File: src/hw/sar_adc_params.svh
// constants for the serial readout sequencer of the sampling converter
// Functional notes
// (RQ1) output advances on each serial clock fall
// (RQ2) host samples on rising edge normally
// (RQ3) select falling starts conversion and transfer
// (RQ4) first 4.5 to 5 periods sample input
// (RQ5) after fifth fall drive one low null
// (RQ6) then sixteen result bits, top bit first
// (RQ7) after bottom bit, resend bottom-first order
// (RQ8) after top bit resent, float and ignore
// (RQ9) new conversion needs select high then low
// (RQ10) result coded as unsigned straight binary
// (RQ11) power down when done or select high
// (RQ12) select low after done: analog only down
// (RQ13) host may raise select to end early
// (RQ14) host runs fast clock, select high otherwise
// (RQ15) one bit decision per serial clock cycle
// (RQ16) select high floats output, sequencer to idle
`ifndef SAR_ADC_PARAMS_SVH
`define SAR_ADC_PARAMS_SVH

// result word
`define RESULT_WIDTH      16
`define RESULT_TOP_IDX    4'hF
`define RESULT_BOTTOM_IDX 4'h0
`define RESEND_FIRST_IDX  4'h1

// falls spent sampling, counted from zero; the fifth ends it
`define SAMPLE_LAST_FALL  3'h4

// clock rate and one bit decision time
`define MCLK_MHZ          40
`define BIT_DECISION_NS   167
// least time, rounded up to whole mclk cycles
`define BIT_DECISION_CYC  (((`BIT_DECISION_NS * `MCLK_MHZ) + 999) / 1000)
`define GAP_CNT_MAX       4'hF

`endif

File: src/hw/sar_adc_pkg.sv
// types shared by the serial readout sequencer
package sar_adc_pkg;

  // host-driven pins, both asynchronous to mclk
  typedef struct packed {
    logic cs_n;               // active-low select
    logic serial_shift_clock; // serial clock from the host
  } link_pins_t;

  // serial data pin as output plus enable
  typedef struct packed {
    logic dout;
    logic dout_oe;
  } serial_out_t;

  // sequencer states, gray along the transfer path
  typedef enum logic [2:0] {
    ST_IDLE   = 3'h0,
    ST_SAMPLE = 3'h1,
    ST_NULL   = 3'h3,
    ST_MSBF   = 3'h2,
    ST_LSBF   = 3'h6,
    ST_DONE   = 3'h4
  } seq_state_t;

endpackage

File: src/hw/sar_adc_serial_readout.sv
// conversion sequencer and three-wire serial result port
`timescale 1ns/1ps
`include "sar_adc_params.svh"

module sar_adc_serial_readout
  import sar_adc_pkg::*;
#(
  parameter int RESULT_W = `RESULT_WIDTH
) (
  // clock and reset
  input  wire logic                mclk,
  input  wire logic                resetn,
  // host pins, asynchronous
  input  wire link_pins_t          pins,
  // code presented by the analog comparator path, mclk domain
  input  wire logic [RESULT_W-1:0] analog_code,
  // serial data pin
  output serial_out_t              sout_q,
  // power and status
  output logic                     analog_power_down_q,
  output logic                     digital_power_down_q,
  output logic                     busy_q,
  output logic                     rate_fault_q
);

  // synchroniser and edge-history stages, then sequencer and result registers
  logic [2:0]          cs_sync_q;
  logic [2:0]          clk_sync_q;
  seq_state_t          state_q;
  logic [2:0]          fall_cnt_q;
  logic [3:0]          bit_idx_q;
  logic [RESULT_W-1:0] held_q;
  logic [RESULT_W-1:0] sar_q;
  logic [3:0]          gap_q;

  logic cs_high;
  logic cs_fall;
  logic sclk_fall;

  // index step used in both shift directions
  function automatic logic [3:0] step_idx(input logic [3:0] idx,
                                          input logic       up);
    step_idx = up ? 4'(idx + 4'h1) : 4'(idx - 4'h1);
  endfunction

  // two flops per pin, third stage only for edge history
  always_ff @(posedge mclk) begin
    if (!resetn) begin
      cs_sync_q  <= 3'h7;
      clk_sync_q <= 3'h0;
    end else begin
      cs_sync_q  <= {cs_sync_q[1:0], pins.cs_n};
      clk_sync_q <= {clk_sync_q[1:0], pins.serial_shift_clock};
    end
  end

  // decoded pin events
  assign cs_high   = cs_sync_q[1];
  assign cs_fall   = cs_sync_q[2] & ~cs_sync_q[1];      // [RQ3]
  assign sclk_fall = clk_sync_q[2] & ~clk_sync_q[1];

  // transfer sequencer
  always_ff @(posedge mclk) begin
    if (!resetn) begin
      state_q    <= ST_IDLE;
      fall_cnt_q <= 3'h0;
      bit_idx_q  <= 4'h0;
    end else if (cs_high) begin
      state_q    <= ST_IDLE;                             // [RQ16] [RQ13]
      fall_cnt_q <= 3'h0;
    end else begin
      unique case (state_q)
        ST_IDLE: begin
          if (cs_fall) begin
            state_q    <= ST_SAMPLE;                     // [RQ3]
            fall_cnt_q <= 3'h0;
          end
        end
        ST_SAMPLE: begin
          if (sclk_fall) begin
            if (fall_cnt_q == `SAMPLE_LAST_FALL) begin
              state_q <= ST_NULL;                        // [RQ4] [RQ5]
            end else begin
              fall_cnt_q <= 3'(fall_cnt_q + 3'h1);
            end
          end
        end
        ST_NULL: begin
          if (sclk_fall) begin
            state_q   <= ST_MSBF;                        // [RQ6]
            bit_idx_q <= `RESULT_TOP_IDX;
          end
        end
        ST_MSBF: begin
          if (sclk_fall) begin
            if (bit_idx_q == `RESULT_BOTTOM_IDX) begin
              state_q   <= ST_LSBF;                      // [RQ7]
              bit_idx_q <= `RESEND_FIRST_IDX;
            end else begin
              bit_idx_q <= step_idx(bit_idx_q, 1'b0);
            end
          end
        end
        ST_LSBF: begin
          if (sclk_fall) begin
            if (bit_idx_q == `RESULT_TOP_IDX) begin
              state_q <= ST_DONE;                        // [RQ8]
            end else begin
              bit_idx_q <= step_idx(bit_idx_q, 1'b1);
            end
          end
        end
        ST_DONE: begin
          state_q <= ST_DONE;                            // [RQ9]
        end
        default: begin
          state_q <= ST_IDLE;
        end
      endcase
    end
  end

  // hold the sampled code at the end of the sampling window
  always_ff @(posedge mclk) begin
    if (!resetn) begin
      held_q <= '0;
    end else if (!cs_high && state_q == ST_SAMPLE && sclk_fall &&
                 fall_cnt_q == `SAMPLE_LAST_FALL) begin
      held_q <= analog_code;                             // [RQ10]
    end
  end

  // one comparator decision per serial clock fall
  always_ff @(posedge mclk) begin
    if (!resetn) begin
      sar_q <= '0;
    end else if (cs_high || state_q == ST_SAMPLE) begin
      sar_q <= '0;
    end else if (state_q == ST_NULL && sclk_fall) begin
      sar_q[`RESULT_TOP_IDX] <= held_q[`RESULT_TOP_IDX];  // [RQ15]
    end else if (state_q == ST_MSBF && sclk_fall &&
                 bit_idx_q != `RESULT_BOTTOM_IDX) begin
      sar_q[step_idx(bit_idx_q, 1'b0)] <=
        held_q[step_idx(bit_idx_q, 1'b0)];               // [RQ15]
    end
  end

  // serial data pin, changed only on a clock fall or cleared while select is high
  always_ff @(posedge mclk) begin
    if (!resetn) begin
      sout_q <= '0;
    end else if (cs_high) begin
      sout_q <= '0;                                      // [RQ16]
    end else if (sclk_fall) begin
      unique case (state_q)
        ST_SAMPLE: begin
          if (fall_cnt_q == `SAMPLE_LAST_FALL) begin
            sout_q <= '{dout: 1'b0, dout_oe: 1'b1};      // [RQ5]
          end
        end
        ST_NULL: begin
          sout_q <= '{dout: held_q[`RESULT_TOP_IDX],
                      dout_oe: 1'b1};                    // [RQ1] [RQ6]
        end
        ST_MSBF: begin
          if (bit_idx_q == `RESULT_BOTTOM_IDX) begin
            sout_q <= '{dout: sar_q[`RESEND_FIRST_IDX],
                        dout_oe: 1'b1};                  // [RQ7]
          end else begin
            sout_q <= '{dout: held_q[step_idx(bit_idx_q, 1'b0)],
                        dout_oe: 1'b1};                  // [RQ1]
          end
        end
        ST_LSBF: begin
          if (bit_idx_q == `RESULT_TOP_IDX) begin
            sout_q <= '0;                                // [RQ8]
          end else begin
            sout_q <= '{dout: sar_q[step_idx(bit_idx_q, 1'b1)],
                        dout_oe: 1'b1};                  // [RQ7]
          end
        end
        default: begin
          sout_q <= sout_q;
        end
      endcase
    end
  end

  // power-down and busy indications
  always_ff @(posedge mclk) begin
    if (!resetn) begin
      analog_power_down_q  <= 1'b1;
      digital_power_down_q <= 1'b1;
      busy_q               <= 1'b0;
    end else begin
      analog_power_down_q  <= cs_high ||
                              state_q == ST_IDLE ||
                              state_q == ST_LSBF ||
                              state_q == ST_DONE; // [RQ11] [RQ12]
      digital_power_down_q <= cs_high;            // [RQ12]
      busy_q               <= !cs_high && state_q != ST_IDLE &&
                              state_q != ST_DONE;
    end
  end

  // spacing of clock falls against one bit decision time
  always_ff @(posedge mclk) begin
    if (!resetn) begin
      gap_q <= `GAP_CNT_MAX;
    end else if (sclk_fall) begin
      gap_q <= 4'h1;
    end else if (gap_q != `GAP_CNT_MAX) begin
      gap_q <= 4'(gap_q + 4'h1);
    end
  end

  // sticky fault; a fresh fault wins over the clear by select high
  always_ff @(posedge mclk) begin
    if (!resetn) begin
      rate_fault_q <= 1'b0;
    end else if (sclk_fall && busy_q &&
                 gap_q < 4'(`BIT_DECISION_CYC)) begin
      rate_fault_q <= 1'b1;                              // [RQ15]
    end else if (cs_high) begin
      rate_fault_q <= 1'b0;
    end
  end
endmodule

File: config.mk
export PLATFORM = sky130hd
export DESIGN_NAME = sar_adc_serial_readout
export DESIGN_NICKNAME = d
export VERILOG_FILES = /design/src/hw/sar_adc_pkg.sv /design/src/hw/sar_adc_serial_readout.sv
export VERILOG_INCLUDE_DIRS = /design/src /design/src/hw
export SDC_FILE = /design/constraint.sdc
export NUM_CORES = 1
export LEC_CHECK = 0
export ABC_AREA = 1
export BUFFER_PORTS_ARGS = -buffer_cell sky130_fd_sc_hd__buf_2
export CORE_UTILIZATION = 53
export CTS_CLUSTER_DIAMETER = 30
export DETAILED_ROUTE_END_ITERATION = 10
export MAX_ROUTING_LAYER = met4
export PLACE_DENSITY = 0.75
export RECOVER_POWER = 25
export SLEW_MARGIN = 0
export SYNTH_ARGS = -nofsm -noshare
export SYNTH_HDL_FRONTEND = slang
export SYNTH_SLANG_ARGS = --single-unit
File: constraint.sdc
create_clock -name mclk -period 2 [get_ports mclk]
set_input_delay 0.1 -clock mclk [delete_from_list [all_inputs] [get_ports mclk]]
set_output_delay 0.1 -clock mclk [all_outputs]
set_load 0.005 [all_outputs]
======== Word-level counts from Yosys, hierarchy flattened ========
Cells that the tools add are included.
cells by class
  add/sub/neg operators ................... 4
  order comparisons ....................... 4
  eq/ne operators ......................... 19
  multiplexer cells ....................... 36
  bitwise operators ....................... 6
  reduce and logical (&&, ||, !) cells .... 34
operators with widths
  operator                                                              count
  3-bit 2-to-1 mux                                                      11
  4-bit 2-to-1 mux                                                      7
  2-bit != test, second input constant                                  10
  3-bit case mux with 6 select lines                                    1
  16-bit bitwise mux                                                    1
  16-bit 2-to-1 mux                                                     1
  4-bit case mux with 3 select lines                                    1
  1-bit logical AND                                                     11
  4-bit by 5-bit < comparator with 1-bit output, second input constant  2
  3-bit == test, second input constant                                  3
  4-bit by 1-bit adder with 4-bit output, second input constant         2
  1-bit binary-select mux with 4-bit select                             2
  2-bit case mux with 4 select lines                                    1
  8-bit AND reduction                                                   1
  2-bit nonzero test                                                    4
  4-bit nonzero test                                                    2
  3-bit by 2-bit == test with 1-bit output, second input constant       2
  1-bit 2-to-1 mux                                                      6
  2-bit 2-to-1 mux                                                      3
  3-bit case mux with 2 select lines                                    1
  6-bit AND reduction                                                   1
  3-bit nonzero test                                                    2
  2-bit OR reduction                                                    3
  1-bit demux with 4-bit select                                         1
  other kinds (17)                                                      24
word-level totals
  register bits ........................... 58
  input bits .............................. 20
  logic and storage cells ................. 119

======== Depth between registers and ports, before layout ========
Gate-level depths: netlist of the first run.
  depth after elaboration ................. 8
  mapped depth ............................ 13

======== Least setup slack after synthesis of the first run ========
Ideal clock, no wire load.
  kind .................................... register to register
  start point ............................. register bit_idx_q[0]
  end point ............................... register sar_q[10]
  setup time .............................. 0.122 ns
  data arrival time ....................... 1.875 ns
  setup slack ............................. 0.003 ns
  cell stages (with the launch flop) ...... 12
  path buffers ............................ 3
  cell sequence ........................... dfxtp_1 > inv_2 > buf_4 > ha_1 > buf_2 > inv_1 > nand3_1 > nand3_1 > nand3_1 > nand2_2 > buf_2 > a21oi_1
on the way
  cells in the longest elaborated chain, start to end .. 6
RTL lines
  element                                                                                                                                line                           source
  from (decl)                                                                                                                            sar_adc_serial_readout.sv:31   logic [3:0] bit_idx_q;
  from (signal assigned)                                                                                                                 sar_adc_serial_readout.sv:91   bit_idx_q <= `RESULT_TOP_IDX;
  from (signal assigned)                                                                                                                 sar_adc_serial_readout.sv:98   bit_idx_q <= `RESEND_FIRST_IDX;
  from (signal assigned)                                                                                                                 sar_adc_serial_readout.sv:100  bit_idx_q <= step_idx(bit_idx_q, 1'b0);
  4-bit by 1-bit subtractor with 4-bit output                                                                                            --
  4-bit by 5-bit < comparator with 1-bit output (implied by the code) or 4-bit by 1-bit >= comparator with 1-bit output (tied branches)  sar_adc_serial_readout.sv:143  sar_q[step_idx(bit_idx_q, 1'b0)] <=
  1-bit logical AND (implied by the code)                                                                                                sar_adc_serial_readout.sv:143
  1-bit 2-to-1 mux (implied by the code)                                                                                                 sar_adc_serial_readout.sv:143
  1-bit demux with 4-bit select                                                                                                          sar_adc_serial_readout.sv:143
  16-bit bitwise mux                                                                                                                     sar_adc_serial_readout.sv:143
  to (signal, indexed assignment)                                                                                                        sar_adc_serial_readout.sv:140  sar_q[`RESULT_TOP_IDX] <= held_q[`RESULT_TOP_IDX];
  to (signal, indexed assignment)                                                                                                        sar_adc_serial_readout.sv:143
  to (decl)                                                                                                                              sar_adc_serial_readout.sv:33   logic [RESULT_W-1:0] sar_q;
Several ways; a longest one is shown, not always the timed one. The select of a mux whose other input is x is not followed.
A chain may end at the register's enable or synchronous reset.

======== Worst setup path after layout of the first run ========
  start point ............................. register bit_idx_q[0]
  end point ............................... register state_q[1]
on the way
  cells in the longest elaborated chain, start to end .. 3
RTL lines
  element                                                       line                          source
  4-bit == test (no line) or 4-bit logical NOT (tied branches)  --
  2-bit != test (no line)                                       --
  8-bit AND reduction (no line) (*)                             --
  to (signal assigned)                                          sar_adc_serial_readout.sv:65  state_q <= ST_IDLE;
  to (signal assigned)                                          sar_adc_serial_readout.sv:69  state_q <= ST_IDLE;
  to (signal assigned)                                          sar_adc_serial_readout.sv:75  state_q <= ST_SAMPLE;
  to (decl)                                                     sar_adc_serial_readout.sv:29  seq_state_t state_q;
Mark *: on every way between the ends. The rest lies on a longest branch, timed or not.

==> parameters.txt, run 1 <==
Parameter                              Value

Yosys
  Share of synthesized area spent on multiplexers    0%
  Synthesized-area fraction occupied by adder cells    3.85%
  Unique cell type count in the Yosys netlist    33
  Count of synthesis-stage warnings from yosys    0
  Post-synth EDFFs    0
  Post-Synthesis Mean Instance Area    7.04 um^2
  Basic-gate share of the synthesized area counting and, or, nand and nor cells    slightly above 30%
  Net count of the mapped netlist    ~450
  Synth Register Bits    57
  Area fraction in compound gates after synthesis    around 15%
  Cell area after synthesis    2930 um^2
  Synthesized netlist cell count    416
  FFs w/ async S/R, synth    0%
  Prevailing post-synth register cell    dfxtp_1
  XOR/XNOR Fraction of Synth Area    2.44%
  Combinational family with the most area after synthesis    simple AND/OR/NAND/NOR gates
  Share of the yosys chip area belonging to registers    39.0%

Drt
  Residual DRC    0
  Routed wirelength normalized by instance count    12.6 um
  Post-detailed-routing wire length    6.78 mm
  Router iterations before antenna repair    5
  Via total after detailed routing    roughly 2,800
  Drt first-iter violations    190
  Number of routed nets with antenna violations    0
  DR vias/cell    5.27

Placement
  RD Place Congestion    roughly 0.95
  Detailed placement HPWL    approximately 4.6 mm
  Number of buffer cells added on primary ports    25
  Worst slack after detailed placement    146 ps

Final layout
  Layout Area Growth over Synthesis    19.7%
  Ratio of cells with drive above 1 in the final layout    16.4%
  Count of inserted antenna diode cells    0
  Post-layout nets    just under 500
  Count of fill cells added during filler insertion    453

Clock network
  Number of buffers inserted during clock tree synthesis    9
  Clock input transition at the sequential cells of the worst setup and hold paths    70 ps
  Maximum level of the CTS H-tree    3
  Setup repair bufs after CTS    0
  Worst skew pair latency    around 340 ps
  CTS sink cnt    57
  CTS Root Cell    clkbuf_8
  CTS tree    built
  Number of buffers between clock root and the deepest sink    2

Floorplanning
  Width of the die    roughly 76 um
  Row count    26
  Number of ports placed on the die boundary    26
  Area inside the core boundary    5200 um^2
  Die area    5830 um^2
  Height of the die    between 70 and 80 um
  Initial Util    56.3%

Worst setup path
  Critical path fanouts, max    23
  Critical Path Source Type    flip-flop
  Endpoint kind of the worst setup timing path    flip-flop
  Largest incremental delay on the critical path    around 360 ps
  CP cell instances    buf_6 -> ha_1 -> nand2_1 -> nor2_1 -> nor2_2 -> nor2_4 -> nand4_4 -> o21ai_0 -> a21oi_1
  Worst path required time    approximately 2200 ps
  Cell with the largest stage delay on the worst path    dfxtp_1
  Worst Setup Path Type    flip-flop to flip-flop
  Worst EP arrival    2060 ps

Status
  Outcome    finished, final reports clean

STA
  Transition at the pin with the smallest max-transition slack    472 ps
  Count of pins over their slew limit    0
  Fin Clk Skew    approximately 9 ps
  Worst path setup slack after routing    164 ps
  Hold_ws    69.3 ps
  Post-route setup TNS    0 ps
  Maximum operating frequency    0.545 GHz
  Worst slew slack as a fraction of its limit    between 60% and 70%
  Final critical-path share of the clock period    91.8%
  Setup violations, final    0
  Number of hold violations in the final report    0
  Minimum clock period    around 1800 ps
  Setup repair after global routing missed its margin    no

Pwr
  Lkg Pwr    around 1.5 nW
  Power per Cell Area    approximately 750 nW/um^2
  Part of the total power dissipated in sequential elements    45.7%
  Combinational Power Share    8.9%
  Post-layout power    2.62 mW
  Max rail drop VDD    714 uV
  Total net switching power    between 600 and 700 uW
  Internal power summed over all cells    1.98 mW
  Part of the total power dissipated in the clock network    45.4%
  Switching part of the total    24.4%

Run
  Number of maximum-capacitance violations    0

Global route
  GRT overflow    0
  Number of antenna violations at the first check in global routing    0
  Global-route wire length before repair    between 10 and 15 mm
  Number of global-route vias before repair    approximately 2,600
  Maximum number of pins on one net before global-route repair    27
  GRT Resource Usage Total    between 20% and 30%

Worst hold path
  Min-Delay Path Class    input port to flip-flop
## logic make-up after synthesis
family	count (synthesis)
adders and majority gates	9
and+or+nand+nor	199
buffers and inverters	64
xor gates and xnor gates	6
DFF	57
AOI/OAI and AO/OA	81
## sequential cells by signal (all words and copies together) (netlist names)
register / flops
analog_power_down_q: 1
bit_idx_q: 4
busy_q: 1
clk_sync_q: 3
cs_sync_q: 3
fall_cnt_q: 3
gap_q: 4
held_q: 16
rate_fault_q: 1
sar_q: 16
sout_q: 2
state_q: 3
## worst max-delay path, delay by kind of cell (launching register included)
family	cells	cell delay, ps
AO/OA/AOI/OAI	2	290
adder cells (fa/ha/maj)	1	270
buffers and inverters	1	220
flip-flops	1	360
AND/OR/NAND/NOR	5	560
## power by group through the flow
| stage | registers [mW] | clock network (mW) | logic [mW] |
|---|---|---|---|
| floorplan | 1.22 | 0 | 0.155 |
| global placement | 1.22 | 0 | 0.197 |
| detailed placement | 1.22 | 0 | 0.204 |
| CTS | 1.20 | 1.21 | 0.230 |
| global route | 1.20 | 1.25 | 0.268 |
| finish | 1.20 | 1.19 | 0.232 |
## cells in the final DEF, fill, tap and decap left out, types with 2 or more instances in the layout
cell / count
a31oi_1: 2
nand2_2: 2
nor3_1: 2
nor2_4: 5
o21ai_0: 41
nand2_1: 79
dfxtp_1: 57
a21oi_1: 28
clkinv_4: 2
buf_4: 7
inv_1: 40
nand3_1: 37
inv_2: 10
dlygate4sd3_1: 17
nor2_1: 62
xor2_1: 4
buf_2: 24
bufinv_16: 2
or2_2: 3
o21ai_1: 5
nor2_2: 3
nand4_1: 3
ha_1: 9
clkinv_2: 2
clkbuf_8: 9
## final timing paths
path              slack, ps            start  cells after the start       endpoint
setup / recovery        160     bit_idx_q[0]                      9     state_q[1]
hold / removal           70  analog_code[15]                      3     held_q[15]
setup reg to reg        160     bit_idx_q[0]                      9     state_q[1]
hold reg to reg         420    clk_sync_q[0]                      2  clk_sync_q[1]
## metrics by stage
stage / utilization, % / std cells / cell area (um^2)
2_1_floorplan: - / 416 / 2930
3_3_place_gp: 59.8 / 506 / 3110
3_5_place_dp: 59.8 / 506 / 3110
4_1_cts: 67.3 / 539 / 3500
5_1_grt: 67.3 / 539 / 3500
6_report: 67.3 / 539 / 3500
## layer usage
layer | share of wire [%] | up-vias | GRT usage (%)
met5 | 0 | - | -
met4 | 1.7 | 0 | 11.7
met3 | 6.0 | 18 | 4.67
met2 | 48 | 106 | 42.8
met1 | 45 | 1284 | 31.3
li1 | - | 1435 | -
## layout make-up
cell class | instances | area, um^2 | area share, %
multi-input combinational | 295 | 1510 | 43.0
inverter | 51 | 191 | 5.46
clock buffer | 9 | 124 | 3.54
timing repair buffer | 50 | 358 | 10.2
tap | 70 | 87.6 | 2.50
sequential | 57 | 1140 | 32.6
clock inverter | 7 | 95.1 | 2.71
## what timing repair did
item / CTS / global route
hold endpoints to repair: 17 / 0
hold buffers: 17 / 0
gates resized for setup: 0 / 1
setup endpoints to repair: 0 / 3
## cell usage after synthesis (all sizes together), types with 3 or more instances
master  count  area, um^2
nand2      81         309
nor2       70         308
dfxtp      57        1140
inv        50         188
o21ai      47         239
nand3      38         195
a21oi      29         149
buf        11        81.3
ha          9         113
nand4       4        40.0
xor2        4        35.0
nor3        3        26.3
or2         3        18.8
(Power assumes the default switching activity.)
==> run 2, diff against run 1 <==
- PLACE_DENSITY: 0.75 -> 0.84
==> run 2 against run 1 <==
Net effect: clock power shrank 11%; die area is the same; power shrank 4.7%; clock skew shrank 1.3 ps; utilization shrank 0.89 points; cell area shrank 1.3%; sequential power is essentially flat; largest cell class unchanged.
==> parameters.txt, run 2 (synthesis results as in run 1) <==
Parameter                              Value

Status
  Outcome    finished, final reports clean

Placement
  Detailed placement HPWL    4.90 mm
  Number of buffer cells added on primary ports    25
  Placement Cell Area    3100 um^2
  RD Place Congestion    0.933

Drt
  Routed wirelength normalized by instance count    roughly 14 um
  Number of routed nets with antenna violations    0
  Post-detailed-routing wire length    7.25 mm
  Top Layer Used    met4
  Residual DRC    0
  Via total after detailed routing    2,860
  Drt first-iter violations    roughly 170
  Sum of met3 wire segment lengths after detailed routing    approximately 390 um
  Wl on met1    3.23 mm
  Router iterations before antenna repair    5
  DR vias/cell    5.33
  Detail Route met2 WL    3.53 mm

Floorplanning
  Die area    5830 um^2
  Height of the die    approximately 76 um
  Number of ports placed on the die boundary    26
  Width of the die    76.3 um
  Initial Util    56.3%
  Row count    26
  Area inside the core boundary    between 5000 and 6000 um^2

Final layout
  Top flop regs    held_q x16, sar_q x16
  Count of inserted antenna diode cells    0
  Most frequent standard cell in the layout excluding fill and tap cells    nand2_1
  Layout Area Growth over Synthesis    18.1%
  Ratio of cells with drive above 1 in the final layout    16.1%
  Most frequent cells in the layout    nand2_1, nor2_1, dfxtp_1
  Area of all placed cells without fillers    3460 um^2
  Post-layout nets    491
  Post-Route Utilization    66.4%

STA
  Number of hold violations in the final report    0
  Transition at the pin with the smallest max-transition slack    507 ps
  Setup repair after global routing missed its margin    no
  Fin Clk Skew    between 7 and 8 ps
  Count of pins over their slew limit    0
  Maximum operating frequency    0.548 GHz
  Setup violations, final    0
  Post-route setup TNS    0 ps
  Minimum clock period    approximately 1800 ps
  Final critical-path share of the clock period    91.3%
  Worst slew slack as a fraction of its limit    roughly two thirds

Clock network
  CTS sink cnt    57
  CTS Root Cell    clkbuf_8
  Maximum level of the CTS H-tree    3
  Number of buffers between clock root and the deepest sink    2
  Clock input transition at the sequential cells of the worst setup and hold paths    70 ps
  Setup repair bufs after CTS    0
  Worst skew pair latency    about 340 ps
  Number of buffers inserted during clock tree synthesis    9
  CTS tree    built

Worst setup path
  Worst-case reg-to-reg path depth    9
  Cell with the largest stage delay on the worst path    dfxtp_2
  Worst EP arrival    about 2100 ps
  Crit Reg-Reg Endpoint    sar_q[1]
  Launch instance of the worst register-to-register path    bit_idx_q[1]
  Critical Path Source Type    flip-flop
  CP cell instances    inv_1 -> ha_2 -> nand3_1 -> nand3_2 -> nor2_4 -> nand2_1 -> nor2_1 -> o21ai_0 -> a21oi_1
  Critical path's top delay family    simple AND/OR/NAND/NOR gates
  Worst path required time    around 2300 ps
  Worst Setup Path Type    flip-flop to flip-flop
  Critical path fanouts, max    7
  Endpoint kind of the worst setup timing path    flip-flop
  Largest incremental delay on the critical path    390 ps
  FF-to-FF setup slack    170 ps
  Worst path buffer plus inverter count    1

Run
  Number of maximum-capacitance violations    0

Pwr
  Lkg Pwr    1.51 nW
  Post-layout power    2.49 mW
  Max rail drop VDD    678 uV
  Power per Cell Area    721 nW/um^2

Worst hold path
  Hold worst-path end    held_q[11]
  Depth of the worst hold-timing path    3
  Hold path start    analog_code[11]
  Min-Delay Path Class    input port to flip-flop

Global route
  Number of antenna violations at the first check in global routing    0
  Number of global-route vias before repair    2,767
  GRT overflow    0
  GRT Resource Usage Total    27.4%
  Global-route wire length before repair    12.2 mm
  Maximum number of pins on one net before global-route repair    27
run 2: cell count changes in the layout (fill, tap and decap cells not counted), sizes merged:
cell	delta
clkinvlp	-1
clkinv	-2
dlygate4sd3	-1
buf	-3
clkbuf	+6
bufinv	-1
run 2: routing by layer:
layer | global-route usage [%] | vias to the layer above
met3 | 5.27 | 8
met1 | 32.5 | 1335
li1 | - | 1435
met2 | 45.2 | 82
met5 | - | -
met4 | 11.9 | 0
run 2: worst min-delay path: stages:
cell and delay, ps:
buf_2 90, nor2_1 40, nor2_1 90
run 2: layout make-up:
type | instances | area, um^2
Fill cell | 444 | 1750
Multi-Input combinational cell | 295 | 1510
Clock inverter | 3 | 40.0
Inverter | 51 | 191
Sequential cell | 57 | 1140
Timing Repair Buffer | 48 | 334
Clock buffer | 13 | 149
Tap cell | 70 | 87.6
run 2: worst max-delay path by stage:
| stage | from | depth (start not counted) | to |
|---|---|---|---|
| after detailed placement | bit_idx_q[1] | 9 | sar_q[14] |
| final | bit_idx_q[1] | 9 | sar_q[1] |
| after global placement | bit_idx_q[1] | 9 | sar_q[14] |
| after floorplan | bit_idx_q[0] | 11 | sar_q[10] |
| after global routing | bit_idx_q[2] | 8 | sar_q[8] |
| after CTS | bit_idx_q[1] | 9 | sar_q[1] |
run 2: report_power, final:
part | total [mW] | internal (mW) | switching [mW]
logic | 0.238 | 0.105 | 0.133
registers | 1.20 | 1.17 | 0.0251
clock network | 1.06 | 0.606 | 0.452
total | 2.49 | 1.88 | 0.610
run 2: metrics by stage:
step	setup WS, ps	std cells	hold slack, ps
6_report	174	537	14.9
5_1_grt	42.6	537	33.1
4_1_cts	49.2	537	6.07
3_5_place_dp	52.9	505	288
3_3_place_gp	150	505	284
2_1_floorplan	3.11	416	198
run 2: timing repair:
item,in CTS,in global routing
gates resized for setup,0,5
endpoints found under the hold margin,16,0
hold buffers,16,0
setup endpoints to repair,0,18
